<file path="src/svcfe_cfg.svh">
// Purpose: constants for the servo command input front end
// Assumes: included by the modules that need the figures; the package does not include it
// Notes: stop selections are 2-bit and other settings 4-bit codes as printed; the mode letters A and b are 4'ha and 4'hb
`ifndef SVCFE_CFG_SVH
`define SVCFE_CFG_SVH

// stop selections
`define SVCFE_ALM_DB_HOLD 2'h0
`define SVCFE_ALM_DB_FREE 2'h1
`define SVCFE_ALM_COAST 2'h2
`define SVCFE_ALM_DEF 2'h2
`define SVCFE_OT_USE_ALM 2'h0
`define SVCFE_OT_DECEL_LOCK 2'h1
`define SVCFE_OT_DECEL_FREE 2'h2
`define SVCFE_OT_DEF 2'h0

// command pulse format
`define SVCFE_FMT_DEF 4'h1
`define SVCFE_FMT_NEG_BASE 4'h5
`define SVCFE_FMT_MAX 4'h9

// control mode codes
`define SVCFE_MODE_SPEED 4'h0
`define SVCFE_MODE_POS 4'h1
`define SVCFE_MODE_TORQUE 4'h2
`define SVCFE_MODE_INT 4'h3
`define SVCFE_MODE_INT_SPEED 4'h4
`define SVCFE_MODE_INT_POS 4'h5
`define SVCFE_MODE_INT_TRQ 4'h6
`define SVCFE_MODE_POS_SPEED 4'h7
`define SVCFE_MODE_POS_TRQ 4'h8
`define SVCFE_MODE_SPEED_TRQ 4'h9
`define SVCFE_MODE_SPEED_LOCK 4'ha
`define SVCFE_MODE_POS_INHIBIT 4'hb
`define SVCFE_MODE_DEF 4'h1

// drive prohibit allocation
`define SVCFE_ALLOC_ON 4'h7
`define SVCFE_ALLOC_OFF 4'h8
`define SVCFE_ALLOC_DEF 4'h8

// synchronised pin vector layout
`define SVCFE_PIN_W 9
`define SVCFE_PIN_A 0
`define SVCFE_PIN_B 1
`define SVCFE_PIN_RUN 2
`define SVCFE_PIN_SEQ2 3
`define SVCFE_PIN_FWD_PROH 4
`define SVCFE_PIN_REV_PROH 5
`define SVCFE_PIN_ALM_RST 6
`define SVCFE_PIN_SEQ6 7
`define SVCFE_PIN_SEQ7 8

`define SVCFE_POS_W 32
`endif

</file>
<file path="src/svcfe_pkg.sv">
// Purpose: types shared by the servo command input front end
// Assumes: svcfe_cfg.svh holds all figures
// Notes: none
`default_nettype none
package svcfe_pkg;
  typedef enum logic [2:0] {
    SVCFE_FMT_PULSE_DIR = 3'h0,
    SVCFE_FMT_FWD_REV = 3'h1,
    SVCFE_FMT_QUAD_X1 = 3'h2,
    SVCFE_FMT_QUAD_X2 = 3'h3,
    SVCFE_FMT_QUAD_X4 = 3'h4
  } svcfe_fmt_t;

  typedef enum logic [1:0] {
    SVCFE_EFF_SPEED = 2'h0,
    SVCFE_EFF_POS = 2'h1,
    SVCFE_EFF_TORQUE = 2'h2,
    SVCFE_EFF_INT = 2'h3
  } svcfe_eff_t;

  // gray along run -> stopping -> stopped
  typedef enum logic [1:0] {
    SVCFE_ST_RUN = 2'b00,
    SVCFE_ST_BRAKE = 2'b01,
    SVCFE_ST_STOPPED = 2'b11,
    SVCFE_ST_DECEL = 2'b10
  } svcfe_stop_t;
endpackage
`default_nettype wire

</file>
<file path="src/svcfe_pulse_if.sv">
// Purpose: carrier between the top and the command pulse decoder
// Assumes: one clock domain
// Notes: none
`timescale 1ns/10ps
`default_nettype none
interface svcfe_pulse_if;
  import svcfe_pkg::*;
  logic pin_a;
  logic pin_b;
  svcfe_fmt_t fmt;
  logic neg_logic;
  logic step;
  logic step_fwd;
  modport dec (input pin_a, input pin_b, input fmt, input neg_logic,
    output step, output step_fwd);
  modport top (output pin_a, output pin_b, output fmt, output neg_logic,
    input step, input step_fwd);
endinterface
`default_nettype wire

</file>
<file path="src/svcfe_pulse_dec.sv">
// Purpose: turns the command pulse lines into single command increments
// Assumes: pin_a and pin_b are already synchronised to core_clk
// Notes: in forward/reverse mode simultaneous rising edges on both lines cancel
`timescale 1ns/10ps
`default_nettype none
`include "svcfe_cfg.svh"
module svcfe_pulse_dec
  import svcfe_pkg::*;
(
  input wire logic core_clk,
  input wire logic rst_n,
  svcfe_pulse_if.dec pif
);
  logic la;
  logic lb;
  logic prev_a_ff;
  logic prev_b_ff;
  logic step_ff;
  logic step_fwd_ff;
  logic nxt_step;
  logic nxt_step_fwd;
  logic edge_a;
  logic edge_b;

  ////////////////////////////////////////////////////////////////////////////
  // negative logic inverts both lines before any edge is seen
  assign la = pif.pin_a ^ pif.neg_logic;
  assign lb = pif.pin_b ^ pif.neg_logic;
  assign edge_a = la ^ prev_a_ff;
  assign edge_b = lb ^ prev_b_ff;

  always_ff @(posedge core_clk)
  begin
    if (!rst_n)
    begin
      prev_a_ff <= 1'b0;
      prev_b_ff <= 1'b0;
    end
    else
    begin
      prev_a_ff <= la;
      prev_b_ff <= lb;
    end
  end

  ////////////////////////////////////////////////////////////////////////////
  // a leads b means forward; x1 counts a rising, x2 both a edges, x4 all
  always_comb
  begin
    nxt_step = 1'b0;
    nxt_step_fwd = 1'b1;
    unique case (pif.fmt)
      SVCFE_FMT_PULSE_DIR:
      begin
        nxt_step = edge_a & la;
        nxt_step_fwd = lb;
      end
      SVCFE_FMT_FWD_REV:
      begin
        nxt_step = (edge_a & la) ^ (edge_b & lb);
        nxt_step_fwd = edge_a & la;
      end
      SVCFE_FMT_QUAD_X1:
      begin
        nxt_step = edge_a & la;
        nxt_step_fwd = la ^ lb;
      end
      SVCFE_FMT_QUAD_X2:
      begin
        nxt_step = edge_a;
        nxt_step_fwd = la ^ lb;
      end
      SVCFE_FMT_QUAD_X4:
      begin
        // a lost pair (both lines flip at once) is dropped, not guessed
        nxt_step = edge_a ^ edge_b;
        nxt_step_fwd = edge_a ? (la ^ lb) : ~(la ^ lb);
      end
      default:
      begin
        nxt_step = 1'b0;
        nxt_step_fwd = 1'b1;
      end
    endcase
  end

  always_ff @(posedge core_clk)
  begin
    if (!rst_n)
    begin
      step_ff <= 1'b0;
      step_fwd_ff <= 1'b1;
    end
    else
    begin
      step_ff <= nxt_step;
      step_fwd_ff <= nxt_step_fwd;
    end
  end

  assign pif.step = step_ff;
  assign pif.step_fwd = step_fwd_ff;
endmodule
`default_nettype wire

</file>
<file path="src/svcfe_top.sv">
// Purpose: command side of a servo drive: pulse decode, stop selection, input routing
// Assumes: settings ports are static; motor status inputs come from core_clk logic
// Notes: pins are active high after synchronisation; pulse lines a and b are active low in formats 5-9
//
// How it works
// - servo-off/alarm stop: 0 brake held, 1 brake released, 2 coast; default 2
// - overtravel stop: 0 alarm method, 1 decel then lock, 2 decel then free
// - servolock after overtravel in position control disables the position loop
// - torque control ignores overtravel selection, uses servo-off/alarm stop only
// - drive prohibit inputs default to always inactive until allocation changes
// - pulse format 0-9, default 1; 5-9 are 0-4 in negative logic
// - quadrature x4 gives four increments per pulse, x2 gives two
// - input 2 is gain reduce or rotation direction in 0, 1, 3-6, by mode and speed selects; unused in 2
// - input 2 is mode switch in 7-9, position lock in A, pulse inhibit in b
// - inputs 6/7 are current limits in 0-2, 7-b; speed selects in 3-6
// - first output is position done in position mode, speed match in speed
// - run, alarm reset, turning and ready lines are fixed in every mode
// - control mode field 0 to b selects the operating mode, default 1
`timescale 1ns/10ps
`default_nettype none
`include "svcfe_cfg.svh"
module svcfe_top
  import svcfe_pkg::*;
(
  input wire logic core_clk,
  input wire logic rst_n,
  input wire logic [1:0] alarm_stop_select,
  input wire logic [1:0] overtravel_stop_select,
  input wire logic [3:0] cmd_pulse_format,
  input wire logic [3:0] control_mode_select,
  input wire logic [3:0] fwd_prohibit_alloc,
  input wire logic [3:0] rev_prohibit_alloc,
  input wire logic [`SVCFE_PIN_W-1:0] seq_pins,
  input wire logic servo_on_req,
  input wire logic alarm_active,
  input wire logic motor_stopped,
  input wire logic motor_turning,
  input wire logic at_position,
  input wire logic at_speed,
  input wire logic drive_ready,
  output logic cmd_step,
  output logic cmd_step_fwd,
  output logic [`SVCFE_POS_W-1:0] cmd_position,
  output logic gain_reduce_in,
  output logic rotation_dir_in,
  output logic ctrl_mode_switch_in,
  output logic position_lock_in,
  output logic pulse_inhibit_in,
  output logic fwd_drive_prohibit_in,
  output logic rev_drive_prohibit_in,
  output logic fwd_current_limit_in,
  output logic rev_current_limit_in,
  output logic speed_select_1_in,
  output logic speed_select_2_in,
  output logic run_cmd_in,
  output logic alarm_reset_in,
  output logic [1:0] eff_mode,
  output logic servo_enable,
  output logic dyn_brake_on,
  output logic estop_torque_en,
  output logic servo_lock,
  output logic pos_loop_disable,
  output logic position_done_out,
  output logic speed_match_out,
  output logic motor_turning_out,
  output logic servo_ready_out
);
  logic [`SVCFE_PIN_W-1:0] sync1_ff;
  logic [`SVCFE_PIN_W-1:0] sync2_ff;
  logic cfg_loaded_ff;
  logic [1:0] alm_sel_ff;
  logic [1:0] ot_sel_ff;
  logic [3:0] fmt_ff;
  logic [3:0] mode_ff;
  logic [3:0] fwd_alloc_ff;
  logic [3:0] rev_alloc_ff;
  svcfe_stop_t stop_st_ff;
  svcfe_stop_t nxt_stop_st;
  logic ot_stop_ff;
  logic nxt_ot_stop;
  logic [`SVCFE_POS_W-1:0] pos_ff;
  svcfe_eff_t eff;
  svcfe_fmt_t fmt_kind;
  logic seq2;
  logic spd_any;
  logic fwd_proh;
  logic rev_proh;
  logic overtravel;
  logic alarm_stop;
  logic ot_use_alm;
  logic step_ok;
  svcfe_pulse_if pif ();

  ////////////////////////////////////////////////////////////////////////////
  // pin synchronisers, first stage feeds only the second
  genvar gi;
  generate
    for (gi = 0; gi < `SVCFE_PIN_W; gi = gi + 1)
    begin : g_sync
      always_ff @(posedge core_clk)
      begin
        if (!rst_n)
        begin
          sync1_ff[gi] <= 1'b0;
          sync2_ff[gi] <= 1'b0;
        end
        else
        begin
          sync1_ff[gi] <= seq_pins[gi];
          sync2_ff[gi] <= sync1_ff[gi];
        end
      end
    end
  endgenerate

  ////////////////////////////////////////////////////////////////////////////
  // settings: defaults during reset, captured once right after release
  always_ff @(posedge core_clk)
  begin
    if (!rst_n)
    begin
      cfg_loaded_ff <= 1'b0;
      alm_sel_ff <= `SVCFE_ALM_DEF;
      ot_sel_ff <= `SVCFE_OT_DEF;
      fmt_ff <= `SVCFE_FMT_DEF;
      mode_ff <= `SVCFE_MODE_DEF;
      fwd_alloc_ff <= `SVCFE_ALLOC_DEF;
      rev_alloc_ff <= `SVCFE_ALLOC_DEF;
    end
    else if (!cfg_loaded_ff)
    begin
      // out-of-range codes keep the default rather than invent a behaviour
      cfg_loaded_ff <= 1'b1;
      if (alarm_stop_select <= `SVCFE_ALM_COAST)
        alm_sel_ff <= alarm_stop_select;
      if (overtravel_stop_select <= `SVCFE_OT_DECEL_FREE)
        ot_sel_ff <= overtravel_stop_select;
      if (cmd_pulse_format <= `SVCFE_FMT_MAX)
        fmt_ff <= cmd_pulse_format;
      if (control_mode_select <= `SVCFE_MODE_POS_INHIBIT)
        mode_ff <= control_mode_select;
      fwd_alloc_ff <= fwd_prohibit_alloc;
      rev_alloc_ff <= rev_prohibit_alloc;
    end
  end

  ////////////////////////////////////////////////////////////////////////////
  // shared input routing by control mode
  assign seq2 = sync2_ff[`SVCFE_PIN_SEQ2];
  assign spd_any = sync2_ff[`SVCFE_PIN_SEQ6] | sync2_ff[`SVCFE_PIN_SEQ7];

  always_comb
  begin
    gain_reduce_in = 1'b0;
    rotation_dir_in = 1'b0;
    ctrl_mode_switch_in = 1'b0;
    position_lock_in = 1'b0;
    pulse_inhibit_in = 1'b0;
    fwd_current_limit_in = 1'b0;
    rev_current_limit_in = 1'b0;
    speed_select_1_in = 1'b0;
    speed_select_2_in = 1'b0;
    unique case (mode_ff)
      `SVCFE_MODE_SPEED, `SVCFE_MODE_POS:
        gain_reduce_in = seq2;
      `SVCFE_MODE_INT, `SVCFE_MODE_INT_SPEED, `SVCFE_MODE_INT_POS:
      begin
        gain_reduce_in = seq2 & ~spd_any;
        rotation_dir_in = seq2 & spd_any;
      end
      `SVCFE_MODE_INT_TRQ:
        rotation_dir_in = seq2 & spd_any;
      `SVCFE_MODE_POS_SPEED, `SVCFE_MODE_POS_TRQ, `SVCFE_MODE_SPEED_TRQ:
        ctrl_mode_switch_in = seq2;
      `SVCFE_MODE_SPEED_LOCK:
        position_lock_in = seq2;
      `SVCFE_MODE_POS_INHIBIT:
        pulse_inhibit_in = seq2;
      default:
        gain_reduce_in = 1'b0;
    endcase
    if (mode_ff >= `SVCFE_MODE_INT && mode_ff <= `SVCFE_MODE_INT_TRQ)
    begin
      speed_select_1_in = sync2_ff[`SVCFE_PIN_SEQ6];
      speed_select_2_in = sync2_ff[`SVCFE_PIN_SEQ7];
    end
    else
    begin
      fwd_current_limit_in = sync2_ff[`SVCFE_PIN_SEQ6];
      rev_current_limit_in = sync2_ff[`SVCFE_PIN_SEQ7];
    end
  end

  ////////////////////////////////////////////////////////////////////////////
  // effective mode; switched pairs take the second mode when switched
  always_comb
  begin
    eff = SVCFE_EFF_POS;
    unique case (mode_ff)
      `SVCFE_MODE_SPEED, `SVCFE_MODE_SPEED_LOCK: eff = SVCFE_EFF_SPEED;
      `SVCFE_MODE_POS, `SVCFE_MODE_POS_INHIBIT: eff = SVCFE_EFF_POS;
      `SVCFE_MODE_TORQUE: eff = SVCFE_EFF_TORQUE;
      `SVCFE_MODE_INT: eff = SVCFE_EFF_INT;
      `SVCFE_MODE_INT_SPEED: eff = spd_any ? SVCFE_EFF_INT : SVCFE_EFF_SPEED;
      `SVCFE_MODE_INT_POS: eff = spd_any ? SVCFE_EFF_INT : SVCFE_EFF_POS;
      `SVCFE_MODE_INT_TRQ: eff = spd_any ? SVCFE_EFF_INT : SVCFE_EFF_TORQUE;
      `SVCFE_MODE_POS_SPEED: eff = seq2 ? SVCFE_EFF_SPEED : SVCFE_EFF_POS;
      `SVCFE_MODE_POS_TRQ: eff = seq2 ? SVCFE_EFF_TORQUE : SVCFE_EFF_POS;
      `SVCFE_MODE_SPEED_TRQ: eff = seq2 ? SVCFE_EFF_TORQUE : SVCFE_EFF_SPEED;
      default: eff = SVCFE_EFF_POS;
    endcase
  end

  ////////////////////////////////////////////////////////////////////////////
  // drive prohibit: 7 forces active, 8 forces inactive, else the pin
  always_comb
  begin
    fwd_proh = sync2_ff[`SVCFE_PIN_FWD_PROH];
    rev_proh = sync2_ff[`SVCFE_PIN_REV_PROH];
    if (fwd_alloc_ff == `SVCFE_ALLOC_ON)
      fwd_proh = 1'b1;
    else if (fwd_alloc_ff == `SVCFE_ALLOC_OFF)
      fwd_proh = 1'b0;
    if (rev_alloc_ff == `SVCFE_ALLOC_ON)
      rev_proh = 1'b1;
    else if (rev_alloc_ff == `SVCFE_ALLOC_OFF)
      rev_proh = 1'b0;
  end

  assign overtravel = fwd_proh | rev_proh;
  assign alarm_stop = ~servo_on_req | alarm_active | ~run_cmd_in;
  // torque control always stops by the servo-off/alarm method
  assign ot_use_alm = (eff == SVCFE_EFF_TORQUE) | (ot_sel_ff == `SVCFE_OT_USE_ALM);

  ////////////////////////////////////////////////////////////////////////////
  // stop sequencer; alarm/servo-off takes priority over overtravel
  always_comb
  begin
    nxt_stop_st = stop_st_ff;
    nxt_ot_stop = ot_stop_ff;
    unique case (stop_st_ff)
      SVCFE_ST_RUN:
      begin
        if (alarm_stop || (overtravel && ot_use_alm))
        begin
          nxt_stop_st = SVCFE_ST_BRAKE;
          nxt_ot_stop = 1'b0;
        end
        else if (overtravel)
        begin
          nxt_stop_st = SVCFE_ST_DECEL;
          nxt_ot_stop = 1'b1;
        end
      end
      SVCFE_ST_BRAKE:
        if (motor_stopped)
          nxt_stop_st = SVCFE_ST_STOPPED;
      SVCFE_ST_DECEL:
      begin
        if (alarm_stop)
        begin
          nxt_stop_st = SVCFE_ST_BRAKE;
          nxt_ot_stop = 1'b0;
        end
        else if (motor_stopped)
          nxt_stop_st = SVCFE_ST_STOPPED;
      end
      SVCFE_ST_STOPPED:
      begin
        if (ot_stop_ff && alarm_stop)
          nxt_ot_stop = 1'b0;
        else if (!alarm_stop && !overtravel)
          nxt_stop_st = SVCFE_ST_RUN;
      end
    endcase
  end

  always_ff @(posedge core_clk)
  begin
    if (!rst_n || !cfg_loaded_ff)
    begin
      stop_st_ff <= SVCFE_ST_STOPPED;
      ot_stop_ff <= 1'b0;
    end
    else
    begin
      stop_st_ff <= nxt_stop_st;
      ot_stop_ff <= nxt_ot_stop;
    end
  end

  ////////////////////////////////////////////////////////////////////////////
  // stop outputs
  always_ff @(posedge core_clk)
  begin
    if (!rst_n)
    begin
      servo_enable <= 1'b0;
      dyn_brake_on <= 1'b0;
      estop_torque_en <= 1'b0;
      servo_lock <= 1'b0;
      pos_loop_disable <= 1'b0;
    end
    else
    begin
      servo_enable <= (stop_st_ff == SVCFE_ST_RUN) || (stop_st_ff == SVCFE_ST_DECEL) ||
        (stop_st_ff == SVCFE_ST_STOPPED && ot_stop_ff &&
        ot_sel_ff == `SVCFE_OT_DECEL_LOCK);
      // coast never closes the brake; selection 0 keeps it after the stop
      dyn_brake_on <= (stop_st_ff == SVCFE_ST_BRAKE && alm_sel_ff != `SVCFE_ALM_COAST) ||
        (stop_st_ff == SVCFE_ST_STOPPED && !ot_stop_ff &&
        alm_sel_ff == `SVCFE_ALM_DB_HOLD);
      estop_torque_en <= stop_st_ff == SVCFE_ST_DECEL;
      servo_lock <= (stop_st_ff == SVCFE_ST_STOPPED && ot_stop_ff &&
        ot_sel_ff == `SVCFE_OT_DECEL_LOCK) ||
        (stop_st_ff == SVCFE_ST_RUN && position_lock_in);
      pos_loop_disable <= stop_st_ff == SVCFE_ST_STOPPED && ot_stop_ff &&
        ot_sel_ff == `SVCFE_OT_DECEL_LOCK && eff == SVCFE_EFF_POS;
    end
  end

  ////////////////////////////////////////////////////////////////////////////
  // command pulse decode; the host must match the selected format
  assign fmt_kind = svcfe_fmt_t'((fmt_ff >= `SVCFE_FMT_NEG_BASE) ?
    3'(fmt_ff - `SVCFE_FMT_NEG_BASE) : fmt_ff[2:0]);
  assign pif.pin_a = sync2_ff[`SVCFE_PIN_A];
  assign pif.pin_b = sync2_ff[`SVCFE_PIN_B];
  assign pif.fmt = fmt_kind;
  assign pif.neg_logic = fmt_ff >= `SVCFE_FMT_NEG_BASE;

  svcfe_pulse_dec u_dec (
    .core_clk(core_clk),
    .rst_n(rst_n),
    .pif(pif)
  );

  // pulses count only while position control runs and no inhibit
  assign step_ok = pif.step && eff == SVCFE_EFF_POS && stop_st_ff == SVCFE_ST_RUN &&
    !pulse_inhibit_in;

  always_ff @(posedge core_clk)
  begin
    if (!rst_n)
    begin
      cmd_step <= 1'b0;
      cmd_step_fwd <= 1'b1;
      pos_ff <= '0;
    end
    else
    begin
      cmd_step <= step_ok;
      cmd_step_fwd <= pif.step_fwd;
      if (step_ok)
        pos_ff <= pif.step_fwd ? pos_ff + 1'b1 : pos_ff - 1'b1;
    end
  end

  assign cmd_position = pos_ff;

  ////////////////////////////////////////////////////////////////////////////
  // fixed lines and the mode dependent output pair
  always_ff @(posedge core_clk)
  begin
    if (!rst_n)
    begin
      run_cmd_in <= 1'b0;
      alarm_reset_in <= 1'b0;
      motor_turning_out <= 1'b0;
      servo_ready_out <= 1'b0;
      position_done_out <= 1'b0;
      speed_match_out <= 1'b0;
      eff_mode <= 2'h1;
    end
    else
    begin
      run_cmd_in <= sync2_ff[`SVCFE_PIN_RUN];
      alarm_reset_in <= sync2_ff[`SVCFE_PIN_ALM_RST];
      motor_turning_out <= motor_turning;
      servo_ready_out <= drive_ready && !alarm_active;
      position_done_out <= eff == SVCFE_EFF_POS && at_position;
      speed_match_out <= (eff == SVCFE_EFF_SPEED || eff == SVCFE_EFF_INT) && at_speed;
      eff_mode <= eff;
    end
  end

  assign fwd_drive_prohibit_in = fwd_proh;
  assign rev_drive_prohibit_in = rev_proh;
endmodule
`default_nettype wire

</file>
<file path="config.mk">
export PLATFORM = sky130hd
export DESIGN_NAME = svcfe_top
export DESIGN_NICKNAME = d
export VERILOG_FILES = /design/src/svcfe_pkg.sv /design/src/svcfe_pulse_if.sv /design/src/svcfe_pulse_dec.sv /design/src/svcfe_top.sv
export VERILOG_INCLUDE_DIRS = /design/src
export SDC_FILE = /design/constraint.sdc
export NUM_CORES = 1
export LEC_CHECK = 0
export BUFFER_PORTS_ARGS = -buffer_cell sky130_fd_sc_hd__buf_2
export CAP_MARGIN = 20
export CORE_ASPECT_RATIO = 1.5
export CORE_MARGIN = 8
export CORE_UTILIZATION = 60
export DETAILED_ROUTE_END_ITERATION = 8
export PLACE_DENSITY = 0.85
export SLEW_MARGIN = 15
export SYNTH_ARGS = -nofsm -noshare
export SYNTH_HDL_FRONTEND = slang
export SYNTH_SLANG_ARGS = --single-unit
</file>
<file path="constraint.sdc">
create_clock -name core_clk -period 4.2 [get_ports core_clk]
set_input_delay 0.42 -clock core_clk [delete_from_list [all_inputs] [get_ports core_clk]]
set_output_delay 0.42 -clock core_clk [all_outputs]
set_load 0.02 [all_outputs]
</file>
==> results of run 1 <==
[logic make-up after synthesis]
kind of cell               after synthesis  synth area share
buffers and inverters                   58            0.0502
muxes                                   13            0.0251
adders and majority gates               37            0.0874
DFF                                     93             0.346
AOI/OAI and AO/OA                      177             0.216
and+or+nand+nor                        229             0.220
xor gates and xnor gates                34            0.0553
[synthesized netlist by cell type (4+ instances only)]
| cell type | number |
|---|---|
| nor2_1 | 47 |
| nand4_1 | 10 |
| o211ai_1 | 5 |
| a21oi_1 | 55 |
| a21o_1 | 13 |
| ha_1 | 36 |
| o21bai_1 | 4 |
| o31ai_1 | 6 |
| buf_2 | 6 |
| o21ai_1 | 11 |
| mux2i_1 | 12 |
| inv_1 | 27 |
| xor2_1 | 14 |
| o21ai_0 | 37 |
| o21a_1 | 4 |
| buf_6 | 5 |
| nand3_1 | 9 |
| a211oi_1 | 5 |
| clkbuf_1 | 14 |
| nand2b_1 | 4 |
| a31oi_1 | 7 |
| xnor2_1 | 20 |
| nor3_1 | 15 |
| nor2b_1 | 8 |
| and2_1 | 28 |
| nand2_1 | 75 |
| dfxtp_1 | 93 |
| and3_1 | 6 |
[sequential cells by signal, indices dropped and copies added, names as in the netlist, 2 cells and up]
register and count:
sync1_ff 9, stop_st_ff 2, eff_mode 2, cmd_position 32
mode_ff 4, alm_sel_ff 2, fwd_alloc_ff 4, rev_alloc_ff 4
sync2_ff 6, ot_sel_ff 2, fmt_ff 4
[layer usage]
metal / up-vias / track usage / share of wire
li1: 2424 / - / -
met1: 2304 / 0.223 / 0.37
met2: 164 / 0.417 / 0.54
met3: 37 / 0.0507 / 0.062
met4: 0 / 0.0945 / 0.025
met5: - / 0 / 0
[per-stage QoR]
step | util | cell area (µm²) | std cells | power, W
after floorplan | - | 5380 | 641 | 0.00123
after global placement | 0.667 | 5860 | 820 | 0.00130
after detailed placement | 0.667 | 5860 | 820 | 0.00132
after CTS | 0.702 | 6160 | 836 | 0.00215
after global routing | 0.702 | 6160 | 836 | 0.00223
final | 0.702 | 6160 | 836 | 0.00214
[final timing paths]
kind | to | slack [ns]
max | cmd_position[24]$_SDFFE_PN0P_ | 0.88
min | servo_ready_out$_SDFF_PN0_ | 0.23
min reg2reg | alarm_reset_in$_SDFF_PN0_ | 0.43
max reg2reg | cmd_position[24]$_SDFFE_PN0P_ | 0.88
[power groups by stage]
| stage | Combinational, W | Clock, W | Sequential [W] |
|---|---|---|---|
| floorplan | 0.000282 | 0 | 0.000953 |
| global placement | 0.000346 | 0 | 0.000955 |
| detailed placement | 0.000358 | 0 | 0.000958 |
| CTS | 0.000361 | 0.000848 | 0.000938 |
| global route | 0.000402 | 0.000886 | 0.000943 |
| finish | 0.000364 | 0.000835 | 0.000939 |
[layout make-up]
| class | instances | area [µm²] |
|---|---|---|
| clock buffers | 10 | 239 |
| clock inverters | 6 | 68.8 |
| fillers | 706 | 2610 |
| inverters | 29 | 109 |
| multi-input cells | 490 | 3250 |
| flip-flops and latches | 93 | 1860 |
| well taps | 110 | 138 |
| repair buffers | 98 | 498 |
[critical path, cell delays in order (launching register included)]
cell     delay (ns)
dfxtp_1        0.36
inv_1          0.64
ha_1           0.47
a21oi_2        0.27
nor2_1         0.08
nor4_2         0.32
o21ai_2        0.16
a32oi_2        0.38
nor3_1         0.12
mux2_4         0.32
o22ai_2        0.11
[placed cells by master, fill, tap and decap left out, types with 6 or more instances in the layout]
master / n
o31ai_1: 6
nand4_1: 10
and2_1: 28
a31oi_1: 7
clkbuf_16: 9
a21oi_1: 55
buf_2: 95
nand2_1: 75
ha_1: 36
xnor2_1: 20
mux2i_1: 12
inv_1: 27
nor2_1: 47
dfxtp_1: 93
nand3_1: 9
o21ai_0: 37
o21ai_1: 11
nor2b_1: 8
and3_1: 6
nor3_1: 15
xor2_1: 14
a21o_1: 13
==> out/qor.yml, run 1 <==
beginning_of_the_critical_path: "u_dec.pif.step_fwd$_SDFF_PN1_"
netlist_area_um2: 5380
holdCritPathClass: "primary input to flop"
min_period_ns: 3.32
grt_max_degree: 46
horizontal_die_dimension_um: 93.3
core_area_um2: 8780
ys_warn_count: 0
antenna_violations_before_repair: 0
clock_sink_total: 93
total_global_routing_track_utilization: 0.223
timing.max_slew.rel_slack: 0.308
clockPowerShare: 0.391
clk-insertion-delay-late_ns: 0.34
hold_ws_ns: 0.233
outcome: "finished, final reports clean"
max-clock-path-buffers: 2
netSwitchingFraction: 0.282
final_nets: 796
totalNegativeSetupSlack_ns: 0
dp.final_hpwl_um: 10300
tritoncts.num_buffers: 9
crit_type: "flop to flop"
power.density_cell_area_nw_per_um2: 347
detail_route.first_pass.iterations: 5
report.final.hold_viol_count: 0
timing.rr.start: "u_dec.pif.step_fwd$_SDFF_PN1_"
endpoint_type_of_the_worst_setup_path: "flop"
worst-slew-pin-transition_ns: 1.04
vdd_drop_max_v: 0.000250
arrival_ns: 3.57
drt_drc_violations_left: 0
worst_hold_path.num_cells: 2
global_route.overflow_total: 0
pwr-share-seq: 0.439
netlist.top_cell.by_area: "dfxtp_1"
port_buffers: 95
grt_setup_unrepaired: "false"
synth_top_cells_by_area: "dfxtp_1 (35%), ha_1 (8.4%), nand2_1 (5.2%)"
area_enclosed_by_the_die_boundary_um2: 12300
finClkSkew_ns: 0.00528
netlist.area_leader.share: 0.346
cellLeakagePower_nw: 2.78
cts.reportedPaths.clkPinSlew_ns: 0.07
ys_dominant_reg_cell: "dfxtp_1"
cts_htree_levels: 3
holdBufCountCts: 0
routed_via_density: 5.90
tritoncts: "yes"
io_pins: 96
async_flop_share: 0
cts_root_buffer: "clkbuf_16"
synthesis.instances: 641
area_growth_syn_to_layout_pct: 14.5
synth_seq_area_share: 0.346
type_of_origin_of_the_critical_path: "flop"
route.vias.total: 4929
post-cts-setup-buffer-count: 0
placementRows: 42
share_of_cells_above_drive_strength_1: 0.198
number_of_diodes_added_for_antenna_fixing: 0
grt_pass1_wl_um: 22800
reg2reg_depth: 10
ys_seq_elements: 93
synth_edf_count: 0
worst-path-max-fanout: 23
post_cts_resize_count: 0
timing.max_cap.violations: 0
synth_nets: 716
first_global_vias: 5026
worst_slack_ns: 0.883
avgSynthCellArea_um2: 8.40
start_util: 0.613
gp_congestion: 0.943
power.net_switching_w: 0.000602
fmaxAchievable_mhz: 301
critPathRequiredTime_ns: 4.45
drtIter0Drc: 242
finalWirelength_um: 13700
min_period_over_period: 0.790
min_from: "alarm_active"
antenna_nets_post_route: 0
dp_slack_ns: 0.932
yosysUniqueCellTypes: 76
comb_power_share: 0.170
die_height_um: 132
cell_internal_power_w: 0.00154
setup_viol: 0
wire_per_inst_um: 16.4
slew_viol_final: 0
Power figures use the tool's default switching activity.
==> inputs of run 2 (changes only) <==
--- a/config.mk
+++ b/config.mk
@@ -10,9 +10,9 @@
 export CAP_MARGIN = 20
 export CORE_ASPECT_RATIO = 1.5
 export CORE_MARGIN = 8
-export CORE_UTILIZATION = 60
+export CORE_UTILIZATION = 56
 export DETAILED_ROUTE_END_ITERATION = 8
-export PLACE_DENSITY = 0.85
+export PLACE_DENSITY = 0.8
 export SLEW_MARGIN = 15
 export SYNTH_ARGS = -nofsm -noshare
 export SYNTH_HDL_FRONTEND = slang
==> constraint.sdc (replaced) <==
create_clock -name core_clk -period 3.1 [get_ports core_clk]
set_input_delay 0.31 -clock core_clk [delete_from_list [all_inputs] [get_ports core_clk]]
set_output_delay 0.31 -clock core_clk [all_outputs]
set_load 0.02 [all_outputs]
==> out/qor.yml, run 2 (synthesis results as in run 1) <==
outcome: "finished, final reports clean"
grt_max_degree: 32
comb_power_share: 0.182
finClkSkew_ns: 0.00775
core_area_um2: 9520
tritoncts: "yes"
vdd_drop_max_v: 0.000380
dp.final_hpwl_um: 10900
area_growth_syn_to_layout_pct: 15.5
finish.cell_count_without_fillers: 847
antenna_violations_before_repair: 0
final_nets: 802
post-cts-setup-buffer-count: 0
report.final.hold_viol_count: 0
path_common_cell: "a21oi_1"
pwr-share-seq: 0.450
cts.reportedPaths.clkPinSlew_ns: 0.07
holdBufCountCts: 0
first_global_vias: 5063
max-clock-path-buffers: 2
power.net_switching_w: 0.000839
area_enclosed_by_the_die_boundary_um2: 13100
cell_internal_power_w: 0.00199
wire_per_inst_um: 16.9
timing.critical_path.slowest_stage_cell: "dfxtp_1"
clock_sink_total: 93
timing.critical_path.slowest_cell_delay_ns: 0.42
crit_buf_inv: 2
crit_type: "flop to flop"
clk-insertion-delay-late_ns: 0.35
layout_common_cells: "buf_2 (95), dfxtp_1 (93), nand2_1 (75)"
route.vias.total: 4902
start_util: 0.565
crit_path_cell_trace: "inv_1 -> buf_12 -> ha_1 -> a21oi_1 -> o2111ai_1 -> a221oi_2 -> o221ai_2 -> a21oi_1 -> xor2_1 -> o21ai_0"
clockPowerShare: 0.368
detail_route.first_pass.iterations: 4
antenna_nets_post_route: 0
placementRows: 44
cts_htree_levels: 3
type_of_origin_of_the_critical_path: "flop"
drt_drc_violations_left: 0
horizontal_die_dimension_um: 96.0
drtIter0Drc: 165
arrival_ns: 3.10
share_of_cells_above_drive_strength_1: 0.209
io_pins: 96
grt_setup_unrepaired: "false"
grt_pass1_wl_um: 23400
holdCritPathClass: "primary input to flop"
number_of_diodes_added_for_antenna_fixing: 0
netSwitchingFraction: 0.297
port_buffers: 95
final_common_cell: "buf_2"
largest_register_ffs: 32
totalNegativeSetupSlack_ns: 0
total_global_routing_track_utilization: 0.222
wl_met3_um: 887
endpoint_type_of_the_worst_setup_path: "flop"
worst-path-max-fanout: 31
place.detailed.instances: 831
gp_congestion: 0.922
cellLeakagePower_nw: 2.81
power.density_cell_area_nw_per_um2: 454
met2WireLength_um: 7710
critPathRequiredTime_ns: 3.33
highest-signal-layer: "met4"
m1WireLength_um: 5440
slew_viol_final: 0
finalWirelength_um: 14300
cts_root_buffer: "clkbuf_16"
worst-slew-pin-transition_ns: 1.03
min_period_ns: 2.87
die_height_um: 136
timing.max_cap.violations: 0
global_route.overflow_total: 0
routed_via_density: 5.79
cp_top_family: "compound AO/OA/AOI/OAI gates"
fmaxAchievable_mhz: 348
setup_viol: 0
min_period_over_period: 0.926
timing.max_slew.rel_slack: 0.313
tritoncts.num_buffers: 9
-- run 2: cell count changes in the layout (fill, tap and decap cells not counted), sizes merged --
cell | previous run | this run
bufinv | 1 | 0
clkinv | 2 | 3
buf | 98 | 104
-- run 2: worst paths after layout --
| check | start | end | slack, ns | depth (start not counted) |
|---|---|---|---|---|
| setup reg to reg | u_dec.pif.step_fwd$_SDFF_PN1_ | cmd_position[27]$_SDFFE_PN0P_ | 0.23 | 10 |
| hold reg to reg | sync1_ff[2]$_SDFF_PN0_ | sync2_ff[2]$_SDFF_PN0_ | 0.44 | 1 |
| hold / removal | alarm_active | servo_ready_out$_SDFF_PN0_ | 0.13 | 2 |
| setup / recovery | u_dec.pif.step_fwd$_SDFF_PN1_ | cmd_position[27]$_SDFFE_PN0P_ | 0.23 | 10 |
-- run 2: layer usage --
layer | up-vias | GRT usage
met2 | 133 | 0.412
met5 | - | 0
li1 | 2436 | -
met3 | 21 | 0.0387
met4 | 0 | 0.0901
met1 | 2312 | 0.234
-- run 2: area by class of cell --
cell class,instances,area [µm²]
fill,827,3310
multi-input combinational,490,3270
sequential,93,1860
timing repair buffer,104,556
clock buffer,10,229
tap,115,144
inverter,29,109
clock inverter,6,43.8
-- run 2: through the flow --
stage / power [W] / utilization / setup slack, ns / area (µm²) / hold WS, ns
6_report: 0.00282 / 0.653 / 0.229 / 6210 / 0.127
5_1_grt: 0.00294 / 0.653 / 0.0134 / 6210 / 0.138
4_1_cts: 0.00283 / 0.650 / 0.214 / 6190 / 0.118
3_5_place_dp: 0.00180 / 0.622 / 0.233 / 5920 / 0.421
3_3_place_gp: 0.00178 / 0.622 / 0.263 / 5920 / 0.417
2_1_floorplan: 0.00167 / - / 0.271 / 5380 / 0.338
-- run 2: power groups by stage --
stage                     sequential, W  combinational [W]  clock, W
final                           0.00127           0.000513   0.00104
after global routing            0.00128           0.000562   0.00110
after CTS                       0.00127           0.000508   0.00106
after detailed placement        0.00130           0.000504         0
after global placement          0.00129           0.000490         0
after floorplan                 0.00129           0.000381         0
-- run 2: what timing repair did --
item	in CTS	in global routing
hold endpoints to repair	0	0
resized for setup	0	5
setup endpoints to repair	0	2
